===== src/ddr_reset_defs.svh =====
/*
 * constants of the ddr controller reset and idle block.
 * assumes a 100 MHz clock and byte addresses on a 32-bit wishbone bus.
 */
// Function
// [RQ1] controller state survives warm reset untouched
// [RQ2] config registers answer even when controller hangs
// [RQ3] initiator runs idle preparation before software reset
// [RQ4] initiator first sets self-refresh-on-idle bit
// [RQ5] initiator clears clock enable, polls idle status
// [RQ6] after hardware warm reset, scheduler soft reset
// [RQ7] then controller soft reset, poll done
// [RQ8] then full re-initialisation before ordinary traffic
// [RQ9] prepared software reset needs no further recovery
// [RQ10] hardware warm reset loses memory contents always
// [RQ11] idle ack only after drain and self-refresh; code acks idle from ST_PARKED without self-refresh when sr_idle_q is 0
`ifndef DDR_RESET_DEFS_SVH
`define DDR_RESET_DEFS_SVH

`define ADDR_W 28
`define DATA_W 32

`define REG_POWER_CFG 8'h00
`define REG_CTRL_SYSCFG 8'h04
`define REG_CTRL_SYSSTAT 8'h08
`define REG_SCHED_SYSCFG 8'h0C
`define REG_SCHED_SYSSTAT 8'h10
`define REG_CLK_ENABLE 8'h14
`define REG_IDLE_STATUS 8'h18
`define REG_CTRL_STATE 8'h1C

`define BIT_SR_ON_IDLE 0
`define BIT_SR_ON_RESET 1
`define BIT_SOFT_RESET 1
`define BIT_RESET_DONE 0
`define BIT_CLK_EN 0
`define BIT_IDLE_ST 0
`define BIT_LOST 4

`define CLK_PERIOD_NS 10
`define SOFT_RST_NS 100
`define SOFT_RST_CYC ((`SOFT_RST_NS + `CLK_PERIOD_NS - 1) / `CLK_PERIOD_NS)

`endif


===== src/ddr_reset_pkg.sv =====
/*
 * types shared by the ddr controller reset and idle block.
 * assumes the defs header is on the include path.
 */
`include "ddr_reset_defs.svh"
package ddr_reset_pkg;
    typedef enum logic [1:0] {
        CMD_READ = 2'b00,
        CMD_WRITE = 2'b01,
        CMD_SR_ENTER = 2'b10,
        CMD_SR_EXIT = 2'b11
    } mem_kind_t;

    typedef struct packed {
        mem_kind_t kind;
        logic [`ADDR_W-1:0] addr;
        logic [`DATA_W-1:0] wdata;
    } mem_cmd_t;

    typedef struct packed {
        logic valid;
        logic [`DATA_W-1:0] data;
    } mem_ret_t;

    typedef enum logic [1:0] {
        ST_IDLE = 2'b00,
        ST_WAIT_RD = 2'b01,
        ST_SELF_REF = 2'b10,
        ST_PARKED = 2'b11
    } ctrl_state_t;
endpackage : ddr_reset_pkg


===== src/ddr_reset_ctrl.sv =====
/*
 * ddr controller core: request scheduler, command sequencer, idle and
 * self-refresh handling, soft resets, wishbone register slave.
 * assumes only rst_i (power-on) clears it; warm reset arrives as inputs.
 * memory read returns come from pins and are synchronised here.
 */
// The address map and the Wishbone register port were chosen for this implementation.
`timescale 1ns/1ps
`include "ddr_reset_defs.svh"
module ddr_reset_ctrl #(
    parameter int SOFT_RST_CYCLES = `SOFT_RST_CYC
) (
    input wire logic clk_i,
    input wire logic rst_i,
    // wishbone classic slave
    input wire logic wb_cyc_i,
    input wire logic wb_stb_i,
    input wire logic wb_we_i,
    input wire logic [7:0] wb_adr_i,
    input wire logic [3:0] wb_sel_i,
    input wire logic [31:0] wb_dat_i,
    output logic [31:0] wb_dat_o,
    output logic wb_ack_o,
    // interconnect request side
    input wire logic req_valid_i,
    input wire logic req_we_i,
    input wire logic [`ADDR_W-1:0] req_addr_i,
    input wire logic [`DATA_W-1:0] req_wdata_i,
    output logic req_ready_o,
    output logic rsp_valid_o,
    output logic [`DATA_W-1:0] rsp_rdata_o,
    // warm reset indications
    input wire logic hw_warm_rst_i,
    input wire logic sw_warm_rst_i,
    // memory side
    output logic cmd_valid_o,
    output ddr_reset_pkg::mem_cmd_t cmd_o,
    input wire ddr_reset_pkg::mem_ret_t ret_pin_i
);
    localparam int CW = $clog2(SOFT_RST_CYCLES + 1);
    localparam logic [CW-1:0] RST_LOAD = CW'(SOFT_RST_CYCLES);
    // last sampled cycle in which a done flag still reads 0
    localparam int RST_LAST = SOFT_RST_CYCLES - 1;

    ddr_reset_pkg::ctrl_state_t state_q;
    ddr_reset_pkg::mem_ret_t ret_s;
    ddr_reset_pkg::mem_cmd_t pend_q;
    logic ret_prev_q;
    logic ret_rise;
    logic pend_v_q;
    logic sr_idle_q;
    logic sr_reset_q;
    logic clken_q;
    logic lost_q;
    logic ctrl_done_q;
    logic sched_done_q;
    logic [CW-1:0] ctrl_cnt_q;
    logic [CW-1:0] sched_cnt_q;
    logic ctrl_srst;
    logic sched_srst;
    logic wb_req;
    logic wb_wr;
    logic accept;

    assign wb_req = wb_cyc_i && wb_stb_i && !wb_ack_o;
    assign wb_wr = wb_req && wb_we_i && wb_sel_i[0];
    assign ctrl_srst = wb_wr && wb_adr_i == `REG_CTRL_SYSCFG && wb_dat_i[`BIT_SOFT_RESET];
    assign sched_srst = wb_wr && wb_adr_i == `REG_SCHED_SYSCFG && wb_dat_i[`BIT_SOFT_RESET];
    assign accept = req_valid_i && req_ready_o;
    assign ret_rise = ret_s.valid && !ret_prev_q;

    pin_sync #(
        .WIDTH($bits(ddr_reset_pkg::mem_ret_t))
    ) u_ret_sync (
        .clk_i(clk_i),
        .rst_i(rst_i),
        .pin_i(ret_pin_i),
        .level_o(ret_s)
    );

    // register slave decodes independently of the sequencer, so it
    // keeps answering while a read waits forever [RQ2]
    always_ff @(posedge clk_i) begin
        if (rst_i) begin
            wb_ack_o <= 1'b0;
            wb_dat_o <= 32'h0000_0000;
        end else begin
            wb_ack_o <= wb_req;
            wb_dat_o <= 32'h0000_0000;
            if (wb_req && !wb_we_i) begin
                unique case (wb_adr_i)
                    `REG_POWER_CFG: begin
                        wb_dat_o[`BIT_SR_ON_IDLE] <= sr_idle_q;
                        wb_dat_o[`BIT_SR_ON_RESET] <= sr_reset_q;
                    end
                    `REG_CTRL_SYSSTAT: wb_dat_o[`BIT_RESET_DONE] <= ctrl_done_q;
                    `REG_SCHED_SYSSTAT: wb_dat_o[`BIT_RESET_DONE] <= sched_done_q;
                    `REG_CLK_ENABLE: wb_dat_o[`BIT_CLK_EN] <= clken_q;
                    `REG_IDLE_STATUS: wb_dat_o[`BIT_IDLE_ST] <= state_q[1];
                    `REG_CTRL_STATE: begin
                        wb_dat_o[1:0] <= state_q;
                        wb_dat_o[2] <= pend_v_q;
                        wb_dat_o[`BIT_LOST] <= lost_q;
                    end
                    default: wb_dat_o <= 32'h0000_0000;
                endcase
            end
        end
    end

    // configuration bits; warm reset never touches them [RQ1]
    always_ff @(posedge clk_i) begin
        if (rst_i) begin
            sr_idle_q <= 1'b0;
            sr_reset_q <= 1'b0;
            clken_q <= 1'b1;
        end else if (wb_wr && wb_adr_i == `REG_POWER_CFG) begin
            sr_idle_q <= wb_dat_i[`BIT_SR_ON_IDLE];
            sr_reset_q <= wb_dat_i[`BIT_SR_ON_RESET];
        end else if (wb_wr && wb_adr_i == `REG_CLK_ENABLE) begin
            clken_q <= wb_dat_i[`BIT_CLK_EN];
        end
    end

    // contents-lost flag: self-refresh-on-reset setting is ignored on
    // purpose, a hardware warm reset always loses memory [RQ10]
    always_ff @(posedge clk_i) begin
        if (rst_i) begin
            lost_q <= 1'b0;
        end else if (hw_warm_rst_i) begin
            lost_q <= 1'b1;
        end else if (ctrl_srst) begin
            lost_q <= 1'b0;
        end
    end

    // soft-reset done counters, one per unit
    always_ff @(posedge clk_i) begin
        if (rst_i) begin
            sched_cnt_q <= '0;
            sched_done_q <= 1'b1;
        end else if (sched_srst) begin
            sched_cnt_q <= RST_LOAD;
            sched_done_q <= 1'b0;
        end else if (sched_cnt_q != '0) begin
            sched_cnt_q <= sched_cnt_q - CW'(1);
            sched_done_q <= (sched_cnt_q == CW'(1));
        end
    end

    always_ff @(posedge clk_i) begin
        if (rst_i) begin
            ctrl_cnt_q <= '0;
            ctrl_done_q <= 1'b1;
        end else if (ctrl_srst) begin
            ctrl_cnt_q <= RST_LOAD;
            ctrl_done_q <= 1'b0;
        end else if (ctrl_cnt_q != '0) begin
            ctrl_cnt_q <= ctrl_cnt_q - CW'(1);
            ctrl_done_q <= (ctrl_cnt_q == CW'(1));
        end
    end

    // scheduler: one-entry holding slot, flushed by its soft reset
    always_ff @(posedge clk_i) begin
        if (rst_i || sched_srst) begin
            pend_v_q <= 1'b0;
            pend_q <= '0;
            req_ready_o <= 1'b0;
        end else begin
            if (accept) begin
                pend_v_q <= 1'b1;
                pend_q.kind <= req_we_i ? ddr_reset_pkg::CMD_WRITE : ddr_reset_pkg::CMD_READ;
                pend_q.addr <= req_addr_i;
                pend_q.wdata <= req_wdata_i;
            end else if (state_q == ddr_reset_pkg::ST_IDLE && ctrl_done_q) begin
                pend_v_q <= 1'b0;
            end
            // one-cycle bubble after each accept keeps ready a plain flop
            req_ready_o <= clken_q && sched_done_q && ctrl_done_q && !pend_v_q && !accept;
        end
    end

    // sequencer; no warm reset input reaches it, so a read lost in
    // flight leaves it waiting until a controller soft reset [RQ1]
    always_ff @(posedge clk_i) begin
        if (rst_i || ctrl_srst) begin
            state_q <= ddr_reset_pkg::ST_IDLE;
            cmd_valid_o <= 1'b0;
            cmd_o <= '0;
            rsp_valid_o <= 1'b0;
            rsp_rdata_o <= '0;
            ret_prev_q <= 1'b0;
        end else begin
            ret_prev_q <= ret_s.valid;
            cmd_valid_o <= 1'b0;
            rsp_valid_o <= 1'b0;
            unique case (state_q)
                ddr_reset_pkg::ST_IDLE: begin
                    if (pend_v_q && ctrl_done_q) begin
                        // a slot taken as the clock enable fell is still
                        // issued, so idle never strands it [RQ11]
                        cmd_valid_o <= 1'b1;
                        cmd_o <= pend_q;
                        if (pend_q.kind == ddr_reset_pkg::CMD_WRITE) begin
                            rsp_valid_o <= 1'b1;
                        end else begin
                            state_q <= ddr_reset_pkg::ST_WAIT_RD;
                        end
                    end else if (!clken_q && !pend_v_q && !accept) begin
                        // drain done; with sr_idle_q set enter self-refresh before idle ack, else park without it [RQ11]
                        if (sr_idle_q) begin
                            cmd_valid_o <= 1'b1;
                            cmd_o <= '0;
                            cmd_o.kind <= ddr_reset_pkg::CMD_SR_ENTER;
                            state_q <= ddr_reset_pkg::ST_SELF_REF;
                        end else begin
                            state_q <= ddr_reset_pkg::ST_PARKED;
                        end
                    end
                end
                ddr_reset_pkg::ST_WAIT_RD: begin
                    if (ret_rise) begin
                        rsp_valid_o <= 1'b1;
                        rsp_rdata_o <= ret_s.data;
                        state_q <= ddr_reset_pkg::ST_IDLE;
                    end
                end
                ddr_reset_pkg::ST_SELF_REF: begin
                    // memory kept in self-refresh, so after a prepared software
                    // warm reset traffic resumes with no re-init [RQ9]
                    if (clken_q) begin
                        cmd_valid_o <= 1'b1;
                        cmd_o <= '0;
                        cmd_o.kind <= ddr_reset_pkg::CMD_SR_EXIT;
                        state_q <= ddr_reset_pkg::ST_IDLE;
                    end
                end
                ddr_reset_pkg::ST_PARKED: begin
                    if (clken_q) begin
                        state_q <= ddr_reset_pkg::ST_IDLE;
                    end
                end
            endcase
        end
    end

    sw_reset_ignored_a: assert property (@(posedge clk_i) disable iff (rst_i) // [RQ1]
        (sw_warm_rst_i || hw_warm_rst_i) && !ctrl_srst && !ret_rise |=> state_q == $past(state_q)
            || $past(state_q) != ddr_reset_pkg::ST_WAIT_RD)
        else $error("warm reset disturbed the sequencer");

    read_hang_kept_a: assert property (@(posedge clk_i) disable iff (rst_i) // [RQ1]
        state_q == ddr_reset_pkg::ST_WAIT_RD && !ret_rise && !ctrl_srst
            |=> state_q == ddr_reset_pkg::ST_WAIT_RD)
        else $error("sequencer left read wait without data");

    bus_answers_a: assert property (@(posedge clk_i) disable iff (rst_i) // [RQ2]
        wb_req |=> wb_ack_o)
        else $error("register access not acknowledged");

    ack_single_a: assert property (@(posedge clk_i) disable iff (rst_i) // [RQ2]
        wb_ack_o |=> !wb_ack_o)
        else $error("ack held longer than one cycle");

    lost_flag_a: assert property (@(posedge clk_i) disable iff (rst_i) // [RQ10]
        hw_warm_rst_i |=> lost_q)
        else $error("contents-lost flag not set");

    sr_before_idle_a: assert property (@(posedge clk_i) disable iff (rst_i) // [RQ11]
        $rose(state_q == ddr_reset_pkg::ST_SELF_REF)
            |-> cmd_valid_o && cmd_o.kind == ddr_reset_pkg::CMD_SR_ENTER)
        else $error("idle ack without self-refresh entry");

    idle_needs_drain_a: assert property (@(posedge clk_i) disable iff (rst_i || ctrl_srst) // [RQ11]
        state_q == ddr_reset_pkg::ST_WAIT_RD |=> state_q != ddr_reset_pkg::ST_SELF_REF)
        else $error("self-refresh entered with a read outstanding");

    sr_exit_resume_a: assert property (@(posedge clk_i) disable iff (rst_i || ctrl_srst) // [RQ9]
        state_q == ddr_reset_pkg::ST_SELF_REF && clken_q
            |=> cmd_valid_o && cmd_o.kind == ddr_reset_pkg::CMD_SR_EXIT
            ##1 state_q == ddr_reset_pkg::ST_IDLE)
        else $error("self-refresh exit not issued");

    ctrl_done_time_a: assert property (@(posedge clk_i) disable iff (rst_i) // [RQ7]
        ctrl_srst |=> !ctrl_done_q ##RST_LAST !ctrl_done_q ##1 ctrl_done_q)
        else $error("controller reset done at wrong time");

    sched_done_time_a: assert property (@(posedge clk_i) disable iff (rst_i) // [RQ6]
        sched_srst |=> !sched_done_q && !pend_v_q ##RST_LAST !sched_done_q ##1 sched_done_q)
        else $error("scheduler reset done at wrong time");

    idle_drained_a: assert property (@(posedge clk_i) disable iff (rst_i) // [RQ11]
        $rose(state_q[1]) |-> !pend_v_q)
        else $error("idle reached with a request still pending");

    srst_to_idle_a: assert property (@(posedge clk_i) disable iff (rst_i) // [RQ7]
        ctrl_srst |=> state_q == ddr_reset_pkg::ST_IDLE && !cmd_valid_o && !rsp_valid_o)
        else $error("controller soft reset left the sequencer busy");

    sched_blocks_req_a: assert property (@(posedge clk_i) disable iff (rst_i) // [RQ6]
        !sched_done_q |-> !req_ready_o)
        else $error("request ready during scheduler reset");
endmodule : ddr_reset_ctrl


===== src/pin_sync.sv =====
/*
 * three-stage synchroniser for a bus of pin inputs.
 * assumes inputs come from outside the clock domain; a change is taken
 * only once the second and third stages agree, for each bit on its own.
 */
`timescale 1ns/1ps
module pin_sync #(
    parameter int WIDTH = 1
) (
    input wire logic clk_i,
    input wire logic rst_i,
    input wire logic [WIDTH-1:0] pin_i,
    output logic [WIDTH-1:0] level_o
);
    logic [WIDTH-1:0] s1_q;
    logic [WIDTH-1:0] s2_q;
    logic [WIDTH-1:0] s3_q;

    genvar gi;
    generate
        for (gi = 0; gi < WIDTH; gi++) begin : g_bit
            always_ff @(posedge clk_i) begin
                if (rst_i) begin
                    s1_q[gi] <= 1'b0;
                    s2_q[gi] <= 1'b0;
                    s3_q[gi] <= 1'b0;
                    level_o[gi] <= 1'b0;
                end else begin
                    s1_q[gi] <= pin_i[gi];
                    s2_q[gi] <= s1_q[gi];
                    s3_q[gi] <= s2_q[gi];
                    // filters a one-cycle disagreement after metastability
                    if (s2_q[gi] == s3_q[gi]) begin
                        level_o[gi] <= s3_q[gi];
                    end
                end
            end
        end
    endgenerate
endmodule : pin_sync


===== config.mk =====
export PLATFORM = sky130hd
export DESIGN_NAME = ddr_reset_ctrl
export DESIGN_NICKNAME = d
export VERILOG_FILES = /design/src/ddr_reset_pkg.sv /design/src/ddr_reset_ctrl.sv /design/src/pin_sync.sv
export VERILOG_INCLUDE_DIRS = /design/src
export SDC_FILE = /design/constraint.sdc
export NUM_CORES = 1
export LEC_CHECK = 0
export ABC_AREA = 1
export BUFFER_PORTS_ARGS = -buffer_cell sky130_fd_sc_hd__buf_2
export CAP_MARGIN = 20
export CORE_AREA = 2 2 178 180
export CTS_BUF_LIST = sky130_fd_sc_hd__clkbuf_8
export CTS_CLUSTER_DIAMETER = 40
export DETAILED_ROUTE_END_ITERATION = 8
export DIE_AREA = 0 0 180 182
export PLACE_DENSITY = 0.62
export SYNTH_ARGS = -nofsm -noshare
export SYNTH_HDL_FRONTEND = slang
export SYNTH_SLANG_ARGS = --single-unit

===== constraint.sdc =====
create_clock -name clk_i -period 3.07 [get_ports clk_i]
set_clock_uncertainty 0.2 [all_clocks]
set_input_delay 0.614 -clock clk_i [delete_from_list [all_inputs] [get_ports clk_i]]
set_output_delay 0.614 -clock clk_i [all_outputs]
set_load 0.03 [all_outputs]

# Yosys cells after proc, flatten, opt, wreduce, memory -nomap -nowiden
# Index checks and enable logic that the tools add are counted.
# totals
regBits,342
latchBits,0
mem_bits_rw,0
rom_bits,0
input_bits,146
out_inout_bits,130
word_cells,299
mem_count,0
# op_classes
addsub,2
multipliers,0
n_div,0
order_cmp,0
eq_ne,52
shift,0
muxes,36
bitwise,3
n_reduce_logical,47
# ops
operator,n
2-to-1 mux 62 bit,4
one-hot mux 62 bit (2 select lines),1
== test 1 bit,33
== test 8 x 5 -> 1 bit (second input constant),4
logical AND 1 bit,21
2-to-1 mux 1 bit,17
== test 8 x 4 -> 1 bit (second input constant),2
2-to-1 mux 4 bit,4
2-to-1 mux 2 bit,5
nonzero test 2 bit,5
== test 4 x 1 -> 1 bit (second input constant),2
== test 8 x 3 -> 1 bit (second input constant),1
logical NOT 8 bit,1
AND reduction 4 bit,2
nonzero test 4 bit,2
OR reduction 2 bit,4
subtractor 4 x 1 -> 4 bit (second input constant),2
logical NOT 1 bit,6
one-hot mux 1 bit (2 select lines),3
one-hot mux 1 bit (6 select lines),1
one-hot mux 2 bit (3 select lines),1
== test 2 x 1 -> 1 bit (second input constant),2
== test 2 bit (second input constant),2
inequality test 2 bit (second input constant),2
9 further kinds,13

# Depth between registers and ports, before layout
# depth
word_depth,8
depth_mapped,10
ltp_nobuf,9

# Hierarchy
# A second synthesis with hierarchy kept.
# hier_totals
cells_unflattened,1470
area_unflattened_um2,11519.8
# by_module_without_submodules
module,n_inst,cells_per_inst,area_per_inst_um2,seq_area_each_um2
ddr_reset_ctrl,1,1026,7566.0,3623.5
pin_sync,1,444,3953.8,2642.5

# Worst setup path before layout
# OpenSTA, ideal clock, no wires.
# synth_path
path_kind,input to register
start,input wb_adr_i[1]
end,register rsp_valid_o
setup_time_ps,128
arrival_time_ps,1492
t_required_ps,2742
slack_ps,1250
cell_stages,8
n_path_buf,2
cell_sequence,nor2_1 -> nand3_1 -> nor2_1 -> nand2_1 -> nand2_1 -> buf_4 -> buf_4 -> a21oi_1
# synth_between
elab_chain_cells,4
# synth_lines
item,line_no,text
from (decl),ddr_reset_ctrl.sv:19,"input wire logic [7:0] wb_adr_i,"
== test 8 x 3 -> 1 bit (no line),n/a,
logical AND 1 bit (no line),n/a,
logical AND 1 bit,ddr_reset_ctrl.sv:67,assign ctrl_srst = wb_wr && wb_adr_i == `REG_CTRL_SYSCFG && wb_dat_i[`BIT_SOFT_RESET];
logical OR 1 bit,ddr_reset_ctrl.sv:187,if (rst_i || ctrl_srst) begin
to (signal assigned),ddr_reset_ctrl.sv:191,rsp_valid_o <= 1'b0;
to (signal assigned),ddr_reset_ctrl.sv:197,rsp_valid_o <= 1'b0;
to (signal assigned),ddr_reset_ctrl.sv:206,rsp_valid_o <= 1'b1;
to (decl),ddr_reset_ctrl.sv:30,"output logic rsp_valid_o,"
# No other way between the ends.
# A chain may end at the register's enable or synchronous reset.

# Final worst setup path
# layout_path
start,register u_ret_sync.level_o[32]
end,register rsp_rdata_o[16]
# layout_between
elab_chain_cells,2
# layout_lines
item,line_no,text
from (decl),pin_sync.sv:13,output logic [WIDTH-1:0] level_o
"from (signal, indexed assignment)",pin_sync.sv:34,level_o[gi] <= s3_q[gi];
logical AND 1 bit,ddr_reset_ctrl.sv:70,assign ret_rise = ret_s.valid && !ret_prev_q;
AND reduction 2 bit (no line),n/a,
to (signal assigned),ddr_reset_ctrl.sv:225,rsp_rdata_o <= ret_s.data;
to (decl),ddr_reset_ctrl.sv:31,"output logic [`DATA_W-1:0] rsp_rdata_o,"
# No other way between the ends.

==> results.yml <==
die:
  die_area_sq_mm: 0.0328
  die_w_microns: 180
  std_cell_rows: 65
  die_h_microns: 182
  start_util_pct: 36.5
  core_area_sq_mm: 0.0310
  pin_count: 276
timing:
  hold_violations: 0
  tightest_slew_ns: 0.817
  drv_slew: 0
  tns_ns: 0
  max_freq_mhz: 476
  whs_ns: 0.0513
  fin_crit_sh_pct: 68.5
  finalSetupViolations: 0
  rsz0062_at_grt: "no"
  slew_headroom_pct: 45.4
  finalCriticalPeriod_ns: 2.10
logic_synthesis:
  avgSynthCellArea_sq_um: 7.76
  synth_area_sq_mm: 0.0113
  yosysSeqAreaShare_pct: 55.3
  ys_seq_elements: 313
  yosysWarningCount: 0
  synth.distinct_cells: 24
  synthesis.instances: 1460
power:
  vdd_drop_max_mv: 0.347
  power_density_mw_per_mm2: 702
  power.leakage_nw: 5.76
run_status:
  status: "finished, final reports clean"
detailed_routing:
  route.antenna.remaining_nets: 0
  dr.pass1.iters: 5
  routed_wl_microns: 27900
  drc: 0
  post_drt_via_cell_ratio: 4.56
  routedWlPerCell_microns: 13.3
  drt_iter0_markers: 443
  dr_total_vias: 9567
grt:
  grt_pass1_wl_microns: 44900
  grt_overflow: 0
  globalRouteTotalUtil_pct: 16.5
  grt_max_degree: 64
  antenna_found_initial: 0
  grt_pass1_vias: 9002
cts:
  path_clk_slew_ns: 0.06
  holdBufCountCts: 0
  worstSkewPairLatency_ns: 0.56
  cts_resized: 0
  cts_root_buf: "clkbuf_8"
  cts_sinks: 313
  htree_levels: 2
  cts_setup_buffers: 0
  numCtsBuffers: 54
  max-clock-path-buffers: 3
  cts_tree: "yes"
placed_design:
  dpl.hpwl_microns: 17500
  gp_congestion: 0.810
  io_buffers: 213
setup_path:
  slowest_delay_ns: 0.76
  crit_type: "flop to flop"
  crit_slowest_cell: "nand3_2"
  worstPathArrival_ns: 2.33
  critPathMaxFanout: 33
  critPathLaunchType: "flop"
  cp.required_ns: 3.29
  crit_chain: "nand3_2 > nand2_1 > a21oi_1"
  cp-end-kind: "flop"
cells_and_area:
  seqCellArea_sq_mm: 0.00627
  drive_gt1_share_pct: 18.9
  n_antenna_cell: 0
  multiInputGateArea_sq_mm: 0.00384
  layout.cells.most_common_list: "dfxtp_1 (313), nand2_1 (252), nor2_1 (228)"
  final_common_cell: "dfxtp_1"
  fill_cells: 3124
  area_delta_synth_final_pct: 20.9
  final_net_count: 1809
min_path:
  hold_class: "input pin to flop"
run:
  cap_violations: 0
[cells in the mapped netlist]
master	n	area (sq um)
o211ai_1	1	7.51
nand3_2	1	10.0
a21oi_1	200	1000
a211oi_1	1	7.51
nand2_1	255	957
inv_2	4	15.0
nand4_1	33	206
clkbuf_1	33	124
nor3_1	7	35.0
nand2_4	1	11.3
buf_1	4	15.0
dfxtp_1	313	6270
buf_2	24	120
nor2_2	3	18.8
o21ai_4	1	16.3
o21ai_0	37	185
nor2_1	228	856
buf_4	50	375
conb_1	1	3.75
xnor2_1	1	8.76
nand2_2	1	6.26
clkinv_1	1	3.75
inv_1	182	683
nand3_1	78	390
[routing by layer]
layer	vias to the layer above	part of all wire [%]	global-route usage [%]
met2	263	47	28.1
li1	4925	-	-
met3	45	6.2	3.63
met5	-	0	0
met4	0	1.6	4.49
met1	4334	45	21.2
[cells by family (layout without fill, tap and decap cells)]
group | after synthesis | count (layout) | synth area share [%]
xor+xnor | 1 | 1 | 0.0774
compound gates | 240 | 240 | 10.8
flops | 313 | 313 | 55.3
buf+inv | 298 | 508 | 11.8
simple gates | 607 | 607 | 22.0
other cells | 1 | 28 | 0.0331
[critical path, delay by kind of cell, from the launching register on]
family	cells	cell delay [ns]
simple gates	2	1.02
flops	1	0.64
compound gates	1	0.10
[worst paths after layout]
path	slack, ns	depth (start not counted)	to	start
worst max-delay path	0.97	3	rsp_rdata_o[16]$_SDFFE_PP0P_	u_ret_sync.level_o[32]$_SDFFE_PP0N_
worst min register to register	0.20	2	u_ret_sync.s2_q[14]$_SDFF_PP0_	u_ret_sync.s1_q[14]$_SDFF_PP0_
worst min-delay path	0.05	3	u_ret_sync.s1_q[20]$_SDFF_PP0_	ret_pin_i[20]
worst max register to register	0.97	3	rsp_rdata_o[16]$_SDFFE_PP0P_	u_ret_sync.level_o[32]$_SDFFE_PP0N_
[stage by stage]
step           cells  util [%]  setup WS [ns]  total power, mW  cell area, sq um
4_1_cts         2099      44.2          0.939             9.75             13700
5_1_grt         2099      44.2          0.746             10.1             13700
3_5_place_dp    2009      40.6          0.565             5.87             12600
3_3_place_gp    2009      40.6          0.563             5.87             12600
2_1_floorplan   1487         -           1.25             5.49             11400
6_report        2099      44.2          0.967             9.62             13700
[power breakdown]
group | switching, mW | internal, mW
Sequential | 0.114 | 4.25
Combinational | 1.05 | 0.352
Clock | 1.60 | 2.25
Total | 2.77 | 6.85
[registers in the layout, indices dropped and copies added (netlist names), 2 cells and up]
register and cells:
u_ret_sync.s2_q 33, ctrl_cnt_q 4, state_q 2, u_ret_sync.s1_q 33, u_ret_sync.s3_q 33, u_ret_sync.level_o 33
sched_cnt_q 4, wb_dat_o 4, cmd_o 62, pend_q 61, rsp_rdata_o 32
[cell type report]
cell class | count | share of cell area, %
Inverter | 187 | 5.13
Sequential cell | 313 | 45.8
Clock buffer | 69 | 6.94
Clock inverter | 21 | 1.23
Timing Repair Buffer | 231 | 9.16
Multi-Input combinational cell | 876 | 28.1
Tap cell | 402 | 3.67
Power figures use the tool's default switching activity.
